$ cat src/core/sbmi_defines.svh
`ifndef SBMI_DEFINES_SVH
`define SBMI_DEFINES_SVH
`define SBMI_LOW_AW      14
`define SBMI_HIGH_AW     4
`define SBMI_SHIFT       4
`define SBMI_PHYS_AW     24
`define SBMI_IO_AW       16
`define SBMI_DW          16
`define SBMI_INTW        8
`define SBMI_SELW        8
`define SBMI_ADDR_ZERO   24'h000000
`define SBMI_DATA_ZERO   16'h0000
`define SBMI_INT_ZERO    8'h00
`define SBMI_SEL_ZERO    8'h00
`define SBMI_HIGH_ZERO   4'h0
`endif

$ cat src/core/sbmi_pkg.sv
package sbmi_pkg;
   typedef enum logic [2:0] {
      SBMI_IDLE  = 3'h0,
      SBMI_REQ   = 3'h1,
      SBMI_OWN   = 3'h3,
      SBMI_CMD   = 3'h2,
      SBMI_DONE  = 3'h6
   } sbmi_state_t;
   // Arbitration policy
   typedef enum logic [1:0] {
      SBMI_ARB_EVERY  = 2'h0,
      SBMI_ARB_HIGHER = 2'h1,
      SBMI_ARB_ANY    = 2'h2
   } sbmi_arb_t;
   // Transfer kind
   typedef enum logic [1:0] {
      SBMI_MEM_RD = 2'h0,
      SBMI_MEM_WR = 2'h1,
      SBMI_IO_RD  = 2'h2,
      SBMI_IO_WR  = 2'h3
   } sbmi_kind_t;
endpackage : sbmi_pkg

$ cat src/core/sbmi_master.sv
`include "sbmi_defines.svh"
// Functional notes
// RL1: Bus signals with asterisk names are active low on every agent.
// RL2: Memory address is the fourteen low address bits shifted left four.
// RL3: Address bit zero with byte-high enable picks even, odd or both.
// RL4: Data path sixteen bits; even byte low lanes, odd byte high lanes.
// RL5: I/O accesses drive and decode only the sixteen low address lines.
// RL6: Four separately loaded high bits extend the address to 24 bits.
// RL7: Contend only while priority-in says no higher master requests.
// RL8: Serial priority-out only when neither we nor higher ones request.
// RL9: Parallel bus request asserted whenever transfers are pending.
// RL10: Busy held asserted while we own the bus; wait while others hold it.
// RL11: Common bus request while needing but lacking the bus; the code never drives it in SBMI_ARB_EVERY mode.
// RL12: Lock asserted for multi-transfer atomic operations.
// RL13: I/O read: port address out, port drives the data lines.
// RL14: I/O write: port address and data out, port takes the data.
// RL15: Memory read: address out, memory places contents on data lines.
// RL16: Memory write: address and data out, memory stores the data.
// RL17: Addressed slave asserts transfer acknowledge on completion.
// RL18: System initialize returns the block to its reset state; the code keeps sel_ff, the captured transfer and the read data.
// RL19: Eight interrupt request lines driven; interrupt acknowledge unused.
// RL20: Socket DMA request, wait and terminate inputs are ORed together.
// RL21: Device select reaches up to 256 devices over both sockets.
// RL22: No DMA acknowledge is given to the expansion sockets.
// RL23: Arbitration per access, yield to higher, or yield to any requester.
// RL24: Priority-out driven only in serial resolution, else inactive.
// RL25: Command strobe held until acknowledge, then removed before next.
module sbmi_master
   import sbmi_pkg::*;
(
   input  wire logic                       sys_clk,
   input  wire logic                       resetn,
   input  wire logic                       clkEn,
   // User side
   input  wire logic                       xferReq,
   output logic                            xferAck,
   input  wire sbmi_kind_t                 xferKind,
   input  wire logic [`SBMI_LOW_AW-1:0]    xferAddrLow,
   input  wire logic [`SBMI_IO_AW-1:0]     xferIoAddr,
   input  wire logic                       xferByteOdd,
   input  wire logic                       xferWord,
   input  wire logic [`SBMI_DW-1:0]        xferWrData,
   output logic [`SBMI_DW-1:0]             xferRdData,
   input  wire logic                       xferLock,
   input  wire logic                       highLoad,
   input  wire logic [`SBMI_HIGH_AW-1:0]   highAddr,
   input  wire sbmi_arb_t                  arbMode,
   input  wire logic                       serialPrio,
   input  wire logic                       yield_to_any_requester_select,
   input  wire logic [`SBMI_INTW-1:0]      intReq,
   input  wire logic [`SBMI_SELW-1:0]      devSelect,
   output logic                            sockDmaReq,
   output logic                            sockWait,
   output logic                            sockTerm,
   output logic [`SBMI_SELW-1:0]           sockSelect,
   // Expansion sockets
   input  wire logic                       sockDreqA,
   input  wire logic                       sockDreqB,
   input  wire logic                       sockWaitA_n,
   input  wire logic                       sockWaitB_n,
   input  wire logic                       sockTermA,
   input  wire logic                       sockTermB,
   // System bus
   input  wire logic                       bclk_n,
   input  wire logic                       bprn_n,
   output logic                            bpro_n,
   output logic                            breq_n,
   input  wire logic                       busy_n_i,
   output logic                            busy_n_o,
   output logic                            busy_n_oe,
   input  wire logic                       cbrq_n_i,
   output logic                            cbrq_n_o,
   output logic                            cbrq_n_oe,
   output logic                            lock_n,
   input  wire logic                       init_n,
   output logic [`SBMI_PHYS_AW-1:0]        adr_n,
   output logic                            adrOe,
   output logic                            bhen_n,
   input  wire logic [`SBMI_DW-1:0]        dat_n_i,
   output logic [`SBMI_DW-1:0]             dat_n_o,
   output logic                            datOe,
   output logic                            mrdc_n,
   output logic                            mwtc_n,
   output logic                            iorc_n,
   output logic                            iowc_n,
   input  wire logic                       xack_n,
   output logic [`SBMI_INTW-1:0]           int_n,
   output logic                            int_n_oe
);
   // Two-flop synchronisers for bus inputs
   logic [6:0] syncA_ff;
   logic [6:0] syncB_ff;
   logic [`SBMI_DW-1:0] datA_ff;
   logic [`SBMI_DW-1:0] datB_ff;
   wire [6:0] rawIn = {bclk_n, bprn_n, busy_n_i, cbrq_n_i, init_n, xack_n,
                       1'b0};
   // Control lines and bclk_n inactive high at reset; spare bit zero resets low
   always_ff @(posedge sys_clk or negedge resetn) begin
      if (!resetn) begin
         syncA_ff <= 7'h7E;
         syncB_ff <= 7'h7E;
      end else if (clkEn) begin
         syncA_ff <= rawIn;
         syncB_ff <= syncA_ff;
      end
   end

   // Data lines, inverted only behind the second flop
   always_ff @(posedge sys_clk or negedge resetn) begin
      if (!resetn) begin
         datA_ff <= `SBMI_DATA_ZERO;
         datB_ff <= `SBMI_DATA_ZERO;
      end else if (clkEn) begin
         datA_ff <= dat_n_i;
         datB_ff <= datA_ff;
      end
   end
   wire [`SBMI_DW-1:0] datIn = ~datB_ff;                            // RL1
   // Active-high views of the synchronised active-low lines
   wire bclkS   = ~syncB_ff[6];
   wire prioIn  = ~syncB_ff[5];                                   // RL1
   wire busyIn  = ~syncB_ff[4];
   wire cbrqIn  = ~syncB_ff[3];
   wire initIn  = ~syncB_ff[2];
   wire ackIn   = ~syncB_ff[1];

   logic bclkPrev_ff;
   wire  bclkRise = bclkS & ~bclkPrev_ff;

   sbmi_state_t state_ff;
   sbmi_state_t nxt_state;
   logic        owner_ff;
   logic        busyDrv_ff;
   logic        lock_ff;
   logic [`SBMI_HIGH_AW-1:0] high_ff;
   logic [`SBMI_PHYS_AW-1:0] adr_ff;
   logic        bhen_ff;
   logic [`SBMI_DW-1:0]      wd_ff;
   logic [`SBMI_DW-1:0]      rd_ff;
   sbmi_kind_t  kind_ff;
   logic        ack_ff;
   logic [`SBMI_INTW-1:0]    int_ff;
   logic [`SBMI_SELW-1:0]    sel_ff;

   // Address formation
   wire [`SBMI_PHYS_AW-1:0] memAddr =
      {high_ff, {(`SBMI_PHYS_AW-`SBMI_HIGH_AW-`SBMI_LOW_AW-`SBMI_SHIFT){1'b0}},
       xferAddrLow, {`SBMI_SHIFT{1'b0}}} |                          // RL2 RL6
      {{(`SBMI_PHYS_AW-1){1'b0}}, xferByteOdd & ~xferWord};         // RL3
   wire [`SBMI_PHYS_AW-1:0] ioAddr =
      {{(`SBMI_PHYS_AW-`SBMI_IO_AW){1'b0}}, xferIoAddr};            // RL5
   wire isIo     = (xferKind == SBMI_IO_RD) || (xferKind == SBMI_IO_WR);
   wire isWrite  = (xferKind == SBMI_MEM_WR) || (xferKind == SBMI_IO_WR);
   wire kindMemRd = kind_ff == SBMI_MEM_RD;
   wire kindMemWr = kind_ff == SBMI_MEM_WR;
   wire kindIoRd  = kind_ff == SBMI_IO_RD;
   wire kindIoWr  = kind_ff == SBMI_IO_WR;
   wire kindWr    = kindMemWr || kindIoWr;
   // Odd byte or word uses the high lane
   wire bhenNeed = xferWord | xferByteOdd;                          // RL3
   wire [`SBMI_DW-1:0] laneData = (xferByteOdd & ~xferWord) ?
      {xferWrData[7:0], xferWrData[7:0]} : xferWrData;              // RL4
   wire [`SBMI_DW-1:0] laneRead = (adr_ff[0] & bhen_ff) ?
      {8'h00, datIn[15:8]} : datIn;                                 // RL4

   // Surrender decision after the current transfer
   wire keepOnHigher = arbMode == SBMI_ARB_HIGHER && prioIn &&
                       !yield_to_any_requester_select;
   wire keepOnAny    = arbMode == SBMI_ARB_ANY && !cbrqIn;
   wire keepBus      = xferReq && (keepOnHigher || keepOnAny || lock_ff); // RL23
   wire mayTake      = prioIn && !busyIn;                           // RL7 RL10

   always_comb begin
      nxt_state = state_ff;
      case (state_ff)
         SBMI_IDLE: if (xferReq) nxt_state = SBMI_REQ;
         SBMI_REQ:  if (bclkRise && mayTake) nxt_state = SBMI_OWN;
         SBMI_OWN:  nxt_state = SBMI_CMD;
         SBMI_CMD:  if (ackIn) nxt_state = SBMI_DONE;               // RL25
         SBMI_DONE: if (!ackIn) begin
            nxt_state = keepBus ? SBMI_OWN : SBMI_IDLE;
         end
         default:   nxt_state = SBMI_IDLE;
      endcase
   end

   wire inDone   = state_ff == SBMI_DONE;
   wire loadXfer = (state_ff == SBMI_REQ && bclkRise && mayTake) ||
                   (inDone && !ackIn && keepBus);
   wire relBus   = inDone && !ackIn && !keepBus;
   wire inCmd    = state_ff == SBMI_CMD;
   wire gotAck   = inCmd && ackIn;
   wire needBus  = xferReq && !owner_ff;

   always_ff @(posedge sys_clk or negedge resetn) begin
      if (!resetn) begin
         bclkPrev_ff <= 1'b0;
      end else if (clkEn) begin
         bclkPrev_ff <= bclkS;
      end
   end

   always_ff @(posedge sys_clk or negedge resetn) begin
      if (!resetn) begin
         state_ff <= SBMI_IDLE;
      end else if (clkEn) begin
         state_ff <= initIn ? SBMI_IDLE : nxt_state;                // RL18
      end
   end

   // Ownership and lock follow the claim
   always_ff @(posedge sys_clk or negedge resetn) begin
      if (!resetn) begin
         owner_ff   <= 1'b0;
         busyDrv_ff <= 1'b0;
         lock_ff    <= 1'b0;
      end else if (clkEn) begin
         if (initIn || relBus) begin                                // RL18
            owner_ff   <= 1'b0;
            busyDrv_ff <= 1'b0;
            lock_ff    <= 1'b0;
         end else if (loadXfer) begin
            owner_ff   <= 1'b1;
            busyDrv_ff <= 1'b1;                                     // RL10
            lock_ff    <= xferLock;                                 // RL12
         end
      end
   end

   // Transfer captured as the bus is claimed
   always_ff @(posedge sys_clk or negedge resetn) begin
      if (!resetn) begin
         adr_ff  <= `SBMI_ADDR_ZERO;
         bhen_ff <= 1'b0;
         wd_ff   <= `SBMI_DATA_ZERO;
         kind_ff <= SBMI_MEM_RD;
      end else if (clkEn && !initIn && loadXfer) begin
         adr_ff  <= isIo ? ioAddr : memAddr;                        // RL5
         bhen_ff <= isIo ? 1'b0 : bhenNeed;
         wd_ff   <= isWrite ? laneData : `SBMI_DATA_ZERO;
         kind_ff <= xferKind;
      end
   end

   // One-cycle user acknowledge with read data
   always_ff @(posedge sys_clk or negedge resetn) begin
      if (!resetn) begin
         ack_ff <= 1'b0;
         rd_ff  <= `SBMI_DATA_ZERO;
      end else if (clkEn) begin
         ack_ff <= !initIn && gotAck;                               // RL17
         if (!initIn && gotAck && !kindWr) begin
            rd_ff <= laneRead;                                      // RL13 RL15
         end
      end
   end

   // User registers outside the transfer
   always_ff @(posedge sys_clk or negedge resetn) begin
      if (!resetn) begin
         high_ff <= `SBMI_HIGH_ZERO;
         int_ff  <= `SBMI_INT_ZERO;
         sel_ff  <= `SBMI_SEL_ZERO;
      end else if (clkEn) begin
         if (initIn) begin                                          // RL18
            high_ff <= `SBMI_HIGH_ZERO;
            int_ff  <= `SBMI_INT_ZERO;
         end else begin
            int_ff <= intReq;                                       // RL19
            sel_ff <= devSelect;                                    // RL21
            if (highLoad) high_ff <= highAddr;                      // RL6
         end
      end
   end

   // Bus outputs, active low
   assign busy_n_o  = 1'b0;
   assign busy_n_oe = busyDrv_ff;                                   // RL10
   assign cbrq_n_o  = 1'b0;
   assign cbrq_n_oe = needBus && arbMode != SBMI_ARB_EVERY;         // RL11
   assign breq_n    = ~(xferReq | owner_ff);                        // RL9
   assign bpro_n    = serialPrio ? ~(prioIn && !xferReq && !owner_ff)
                                 : 1'b1;                            // RL8 RL24
   assign lock_n    = ~lock_ff;                                     // RL12
   assign adr_n     = ~adr_ff;                                      // RL1
   assign adrOe     = owner_ff;
   assign bhen_n    = ~(owner_ff & bhen_ff);                        // RL3
   assign dat_n_o   = ~wd_ff;                                       // RL14 RL16
   assign datOe     = owner_ff && kindWr;
   assign mrdc_n    = ~(inCmd && kindMemRd);                        // RL15 RL25
   assign mwtc_n    = ~(inCmd && kindMemWr);                        // RL16 RL25
   assign iorc_n    = ~(inCmd && kindIoRd);                         // RL13 RL25
   assign iowc_n    = ~(inCmd && kindIoWr);                         // RL14 RL25
   assign int_n     = ~int_ff;                                      // RL19
   assign int_n_oe  = |int_ff;
   assign xferAck   = ack_ff;
   assign xferRdData = rd_ff;
   assign sockSelect = sel_ff;                                      // RL21

   // Socket merge; no DMA acknowledge output exists
   assign sockDmaReq = sockDreqA | sockDreqB;                       // RL20 RL22
   assign sockWait   = ~sockWaitA_n | ~sockWaitB_n;                 // RL20
   assign sockTerm   = sockTermA | sockTermB;                       // RL20
endmodule : sbmi_master

$ cat config.mk
export PLATFORM = sky130hd
export DESIGN_NAME = sbmi_master
export DESIGN_NICKNAME = d
export VERILOG_FILES = /design/src/core/sbmi_pkg.sv /design/src/core/sbmi_master.sv
export VERILOG_INCLUDE_DIRS = /design/src /design/src/core
export SDC_FILE = /design/constraint.sdc
export NUM_CORES = 1
export LEC_CHECK = 0
export BUFFER_PORTS_ARGS = -buffer_cell sky130_fd_sc_hd__buf_2
export CELL_PAD_IN_SITES_DETAIL_PLACEMENT = 1
export CELL_PAD_IN_SITES_GLOBAL_PLACEMENT = 2
export CORE_MARGIN = 2
export CORE_UTILIZATION = 30
export CTS_BUF_LIST = sky130_fd_sc_hd__clkbuf_8
export DETAILED_ROUTE_END_ITERATION = 10
export HOLD_SLACK_MARGIN = 0.02
export PLACE_DENSITY_LB_ADDON = 0.1
export SYNTH_ARGS = -nofsm -noshare
export SYNTH_HDL_FRONTEND = slang
export SYNTH_SLANG_ARGS = --single-unit
$ cat constraint.sdc
create_clock -name sys_clk -period 1.8 [get_ports sys_clk]
set_clock_uncertainty 0.1 [all_clocks]
set_input_delay 0.36 -clock sys_clk [delete_from_list [all_inputs] [get_ports sys_clk]]
set_output_delay 0.36 -clock sys_clk [all_outputs]
set_load 0.01 [all_outputs]
==> impl_summary.txt, run 1 <==
----------------------------------------------------
[Power]
  Combinational share of power ... 29.3%
  Switch Pwr ... 2860 uW
  Max rail drop VDD ... 0.434 mV
  Total power density per cell area ... 1100 nW/um2
  Clock Power Share ... 29.9%
  Part of the total power dissipated in sequential elements ... 40.8%
  Leakage power of the design ... 0.00424 uW
  Switching share of power ... 30.3%
  Int Pwr ... 6580 uW

[Drt]
  Count of antenna-violating nets left after detailed routing ... 0
  Final routed wire length divided by cell count ... 17.2 um
  Drt drc ... 0
  Routed wire length ... 17700 um
  1st-iter DRT viols ... 99
  DRT Pass-1 Iters ... 4
  Total number of vias ... 4655
  Post-DR vias/cell ... 4.53

[Floorplan]
  Number of primary I/O pins ... 199
  Die boundary height ... 144 um
  Core Area ... 19400 um2
  Die Width ... 144 um
  Site row count ... 51
  Die Outline Area ... 20800 um2
  Initial Utilization ... 30.4%

[Final layout]
  Filler cell count in the final layout ... 2174
  Final Core Density ... 44.4%
  Synth-to-layout area growth ... 46.0%
  Net total in the final layout ... 858
  Share of final-layout standard cells stronger than drive strength 1 ... 54.0%
  Total inserted antenna cells ... 0

[GRT]
  Global Route met1 Usage ... 21.8%
  Global-route met3 utilization ... 4.34%
  Maximum number of pins on one net before global-route repair ... 61
  GRT Overall Usage ... 17.2%
  Global-route wire length before repair ... 27000 um
  Remaining global-route overflow ... 0
  Number of antenna violations at the first check in global routing ... 1
  Global-route track usage on met2 ... 29.1%
  Number of global-route vias before repair ... 4983
  Layer with the highest usage after global routing ... met2

[Clock tree]
  Clk pin slew, worst setup/hold paths ... 0.08 ns
  Root cell of the clock tree ... clkbuf_8
  Clk Latency, worst-skew pair ... 0.45 ns
  Total clock buffers created by CTS ... 17
  Maximum count of clock buffers along a single path ... 2
  Clock tree from TritonCTS ... done
  Sink Count ... 128
  CTS H-tree depth ... 4

[Worst setup path]
  R2R depth ... 8
  Setup slack on the worst flop-to-flop path ... -0.12 ns
  Critical path data required time ... 1.34 ns
  Critical path data arrival time ... 1.47 ns
  Slowest Stage Delay on Critical Path ... 0.39 ns
  Maximum fanout count along the critical path ... 3
  Cell with the largest stage delay on the worst path ... dfrtp_1
  Cells along the critical path ... inv_2 -> nand3_4 -> or3_4 -> buf_6
  Endpoint of the worst-slack reg-to-reg timing path ... wd_ff[1]
  Crit start category ... register
  Critical path class ... register to output pin
  Worst flop-to-flop path startpoint ... syncB_ff[5]
  Crit. End Element ... output pin

[Yosys]
  Cell count after synthesis ... 494
  Ys async rst share ... 100%
  Fraction of synthesized cell area in xor and xnor cells ... 0%
  EDFF count, synth ... 0
  Largest family of logic cells by synthesized area ... multiplexers
  Compound-gate portion of the synthesized area ... 9.10%
  Synth top area cells ... dfrtp_1, mux2_2, mux2i_1, dfstp_2, o22ai_2
  Simple-gate share of the synthesized area ... 10.0%
  Fraction of the yosys area taken by sequential cells ... 54.5%
  Synthesis warning total ... 0
  Mux share of post-synthesis cell area ... 19.2%
  Synthesized-area fraction occupied by adder cells ... 0%
  Post-synthesis cell type count ... 47
  Commonest register cell after synthesis ... dfrtp_1
  Synth Register Bits ... 128
  Avg Synthesized Cell Area ... 11.9 um2
  Fraction of synthesized cell area taken by the top area cell type ... 49.2%
  Cell accounting for the most synthesized area ... dfrtp_1
  Cell area after synthesis ... 5900 um2

[Placed design]
  Last weighted congestion value of the routability-driven placer ... 0.769
  Post-DP HPWL ... 12000 um
  Number of port buffers ... 194

[Run]
  Number of max-cap violations ... 0

[STA]
  Final count of pins violating max slew ... 0
  Final-layout worst hold slack ... 0.0484 ns
  Setup violation total in the final timing report ... 48
  Unrepaired setup endpoints after global routing ... true
  Worst setup slack after layout ... -0.135 ns
  Final sum of negative setup slack ... -4.31 ns
  Final Critical Period ... 1.93 ns
  Worst Tran Pin Value ... 0.607 ns
  Portion of the clock cycle consumed by the worst path in the final layout ... 107%
  Number of hold violations in the final report ... 0
  Maximum operating frequency ... 0.517 GHz
  Relative slew slack ... 59.6%

[Hold path]
  Min-Delay Startpoint ... dat_n_i[15]
  Number of cells on the worst hold path ... 2
  HP Class ... input port to register
  End of the worst hold path ... datA_ff[15]

[Outcome]
  Status ... complete, but fails checks
  Failing checks ... setup timing

----------------------------------------------------
power by group through the flow:
stage,Combinational (uW),Clock (uW),Sequential [uW]
after floorplan,1290,0,3900
after global placement,2330,0,3870
after detailed placement,2400,0,3900
after CTS,2570,2920,3850
after global routing,3020,3050,3940
final,2770,2830,3850
cell type report:
cell class              instances  area, um2  area share [%]
clock inverters                12        179            2.08
well taps                     265        332            3.85
multi-input cells             279       2510            29.2
inverters                      53        199            2.31
clock buffers                  20        275            3.20
repair buffers                271       1900            22.0
flip-flops and latches        128       3220            37.4
metal layers:
metal	share of wire (%)	wire, um
met1	43	7630
met2	51	9030
met3	4.7	835
met4	1.1	199
met5	0.062	11
timing repair:
| action | in CTS | in global routing |
|---|---|---|
| pin swaps | 11 | 12 |
| endpoints found under the hold margin | 79 | 1 |
| resized for setup | 30 | 46 |
| buffers inserted | 18 | 5 |
| hold buffers | 24 | 1 |
| cloned | 4 | 2 |
| endpoints found under the setup margin | 52 | 69 |
cell families (layout without fill, tap and decap cells):
group           after synthesis  after routing
compound gates               59             59
flops                       128            128
buf+inv                      89            356
simple gates                112            112
other cells                   2              4
mux                         104            104
per-stage QoR:
stage	total power, uW	instances	setup WS, ns	area (um2)
floorplan	5190	496	-0.0206	5930
global placement	6200	946	-0.234	7320
detailed placement	6290	946	-0.271	7320
CTS	9330	1023	-0.153	8390
global route	10000	1028	-0.199	8610
finish	9440	1028	-0.135	8610
critical path: cells and delay by family, from the launching register on:
family / cells / cell delay, ns
buffers and inverters: 2 / 0.22
flip-flops: 1 / 0.39
AND/OR/NAND/NOR: 2 / 0.43
layout by cell type, fill, tap and decap left out, types with 18 or more instances in the layout:
master,Yosys,final
buf_2,2,190
buf_4,9,25
clkbuf_8,0,20
dfrtp_1,116,113
dlygate4sd3_1,0,25
inv_1,53,51
mux2_2,68,51
mux2_4,1,18
mux2i_1,35,35
nand2_1,41,39
nand3_1,21,21
o22ai_2,20,19
Yosys cell counts (all sizes together) (12+ instances only):
master    n
buf      23
clkbuf   13
dfrtp   116
dfstp    12
inv      53
mux2     69
mux2i    35
nand2    41
nand3    23
nor2     14
o21ai    15
o22ai    25
worst max path at each step:
| stage | start | endpoint | slack [ns] | depth (start not counted) |
|---|---|---|---|---|
| after detailed placement | arbMode[0] | adr_ff[1] | -0.27 | 7 |
| after global routing | state_ff[0] | mrdc_n | -0.20 | 4 |
| after global placement | arbMode[1] | adr_ff[14] | -0.23 | 7 |
| after floorplan | syncB_ff[2] | xferRdData[10] | -0.02 | 5 |
| after CTS | state_ff[0] | mrdc_n | -0.15 | 4 |
| final | state_ff[2] | mrdc_n | -0.13 | 4 |
registers in the layout (all words and copies together), names as in the netlist:
signal       count
syncB_ff         6
wd_ff           16
datA_ff         16
bhen_ff          1
adr_ff          22
lock_ff          1
state_ff         3
int_ff           8
datB_ff         16
syncA_ff         6
kind_ff          2
bclkPrev_ff      1
high_ff          4
xferAck          1
busy_n_oe        1
xferRdData      16
sockSelect       8
No activity file was read; power rests on OpenSTA's default activity.
==> run 2: changes to the inputs <==
--- a/config.mk
+++ b/config.mk
@@ -13,8 +13,9 @@
 export CORE_UTILIZATION = 30
 export CTS_BUF_LIST = sky130_fd_sc_hd__clkbuf_8
 export DETAILED_ROUTE_END_ITERATION = 10
-export HOLD_SLACK_MARGIN = 0.02
+export HOLD_SLACK_MARGIN = 0.08
 export PLACE_DENSITY_LB_ADDON = 0.1
+export SKIP_LAST_GASP = 1
 export SYNTH_ARGS = -nofsm -noshare
 export SYNTH_HDL_FRONTEND = slang
 export SYNTH_SLANG_ARGS = --single-unit
==> run 2 against run 1 <==
  * The flow still finishes with violations (setup timing)
  * Power shrank 0.14%
  * Global-route usage grew 0.18 points
  * Die area is the same
  * Register-to-register slack lost 0.08 ns
  * Critical path depth grew 3
  * Wire length grew 2.8%
  * Hold slack gained 0.060 ns
  * Clock-buffer cell count is the same
  * Combinational power is essentially flat
  * Design area grew 2.8%
  * Largest cell class unchanged
  * Highest routed layer is now met4
==> impl_summary.txt, run 2 (synthesized netlist as in run 1, its figures left out) <==
----------------------------------------------------
[Outcome]
  Status ... complete, but fails checks
  Failing checks ... setup timing

[Clock tree]
  Root cell of the clock tree ... clkbuf_8
  Sink Count ... 128
  Total clock buffers created by CTS ... 17
  Clock tree from TritonCTS ... done
  Maximum count of clock buffers along a single path ... 2
  CTS H-tree depth ... 4
  Clk pin slew, worst setup/hold paths ... 0.08 ns
  Clk Latency, worst-skew pair ... 0.45 ns

[Floorplan]
  Initial Utilization ... 30.4%
  Die Outline Area ... 20800 um2
  Die Width ... 144 um
  Site row count ... 51
  Core Area ... 19400 um2
  Number of primary I/O pins ... 199
  Die boundary height ... 144 um

[Worst setup path]
  Maximum fanout count along the critical path ... 12
  Cells along the critical path ... buf_4 -> nor4b_4 -> o311ai_4 -> buf_6 -> and2_2 -> clkbuf_16 -> o22ai_2
  R2R depth ... 7
  Critical path data arrival time ... 2.23 ns
  Critical path data required time ... 2.03 ns
  Crit. End Element ... register
  Critical path class ... register to register
  Kind of cell adding the most delay to the critical path ... flip-flops
  Crit start category ... register
  Cell with the largest stage delay on the worst path ... dfstp_2
  Number of buffer and inverter instances along the worst setup path ... 3
  Instance count on the critical path ... 7
  Slowest Stage Delay on Critical Path ... 0.54 ns

[STA]
  Portion of the clock cycle consumed by the worst path in the final layout ... 111%
  Setup violation total in the final timing report ... 61
  Worst Tran Pin Value ... 0.606 ns
  Maximum operating frequency ... 0.501 GHz
  Unrepaired setup endpoints after global routing ... true
  Worst setup slack after layout ... -0.198 ns
  Number of hold violations in the final report ... 0
  Final Critical Period ... 2.00 ns
  Relative slew slack ... 59.6%
  Final count of pins violating max slew ... 0

[Drt]
  Drt drc ... 0
  Total number of vias ... 4754
  1st-iter DRT viols ... 118
  DRT Pass-1 Iters ... 4
  Count of antenna-violating nets left after detailed routing ... 0
  Post-DR vias/cell ... 4.51
  Final routed wire length divided by cell count ... 17.3 um
  Routed wire length ... 18200 um

[Placed design]
  Post-DP HPWL ... 12000 um
  Setup slack after placement ... -0.271 ns
  Placed Cells incl. Taps ... 946
  Number of port buffers ... 194
  Last weighted congestion value of the routability-driven placer ... 0.769

[Final layout]
  Commonest cells after routing, fill and taps aside ... buf_2, dfrtp_1, mux2_2
  Largest register FFs ... 22
  Share of final-layout standard cells stronger than drive strength 1 ... 52.5%
  Synth-to-layout area growth ... 50.1%
  Net total in the final layout ... 883
  Most flops, register ... adr_ff
  Most common cell after layout, fill and taps aside ... buf_2
  Number of standard cells in the final layout excluding fillers ... 1054

[GRT]
  GRT Overall Usage ... 17.4%
  Remaining global-route overflow ... 0
  Global-route wire length before repair ... 27400 um
  Maximum number of pins on one net before global-route repair ... 61
  Number of global-route vias before repair ... 5122
  Number of antenna violations at the first check in global routing ... 1

[Hold path]
  HP Class ... input port to register
  Number of cells on the worst hold path ... 3

[Power]
  Total power density per cell area ... 1060 nW/um2
  Max rail drop VDD ... 0.439 mV
  Leakage power of the design ... 0.00436 uW

[Run]
  Number of max-cap violations ... 0

----------------------------------------------------
[run 2: where the power goes]
part | internal, uW | switching, uW | leakage (uW) | total [uW]
clock | 1630 | 1200 | 0.000222 | 2830
sequential | 3520 | 316 | 0.00146 | 3840
combinational | 1410 | 1350 | 0.00268 | 2760
total | 6560 | 2870 | 0.00436 | 9420
[run 2: area by class of cell]
| cell class | count | area (um2) |
|---|---|---|
| timing repair buffer | 296 | 2190 |
| multi-input combinational | 279 | 2460 |
| sequential | 128 | 3220 |
| fill | 2188 | 10500 |
| inverter | 53 | 199 |
| antenna | 1 | 2.50 |
| clock inverter | 12 | 179 |
| clock buffer | 20 | 275 |
| tap | 265 | 332 |
[run 2: per-stage QoR]
stage	hold slack, ns	util (%)	TNS (ns)	total power, uW	area [um2]
6_report	0.109	45.7	-6.38	9420	8860
5_1_grt	0.0854	45.7	-11.21	10000	8860
4_1_cts	0.0807	44.4	-4.64	9370	8620
3_5_place_dp	0.145	37.7	-9.87	6290	7320
3_3_place_gp	0.141	37.7	-8.87	6200	7320
2_1_floorplan	-0.0356	-	-0.224	5190	5930
[run 2: worst reg2reg max path: cells and delay by family (launching register included)]
family                 cells  cell delay (ns)
AOI/OAI and AO/OA          2             0.46
buffers and inverters      3             0.50
DFF                        1             0.54
and+or+nand+nor            2             0.28
[run 2: routing by layer]
layer | global-route usage [%] | share of wire, % | routed length, um
met1 | 21.9 | 43 | 7790
met2 | 29.6 | 51 | 9350
met3 | 4.14 | 4.7 | 858
met4 | 5.42 | 1.2 | 217
met5 | 0 | 0 | 0
[run 2: final timing paths]
check	startpoint	end	slack, ns
min in group asynchronous	resetn	wd_ff[6]	0.24
hold reg to reg	sockSelect[0]	sockSelect[0]	0.38
setup / recovery	syncB_ff[5]	adr_ff[17]	-0.20
setup reg to reg	syncB_ff[5]	adr_ff[17]	-0.20
max in group asynchronous	resetn	datB_ff[0]	0.72
hold / removal	xferIoAddr[5]	adr_ff[5]	0.11
[run 2: repair_timing]
item	CTS	global route
hold buffers	47	0
cloned	4	3
hold endpoints to repair	162	0
pin swaps	11	11
endpoints found under the setup margin	52	69
resized for setup	27	36
buffers inserted	18	6
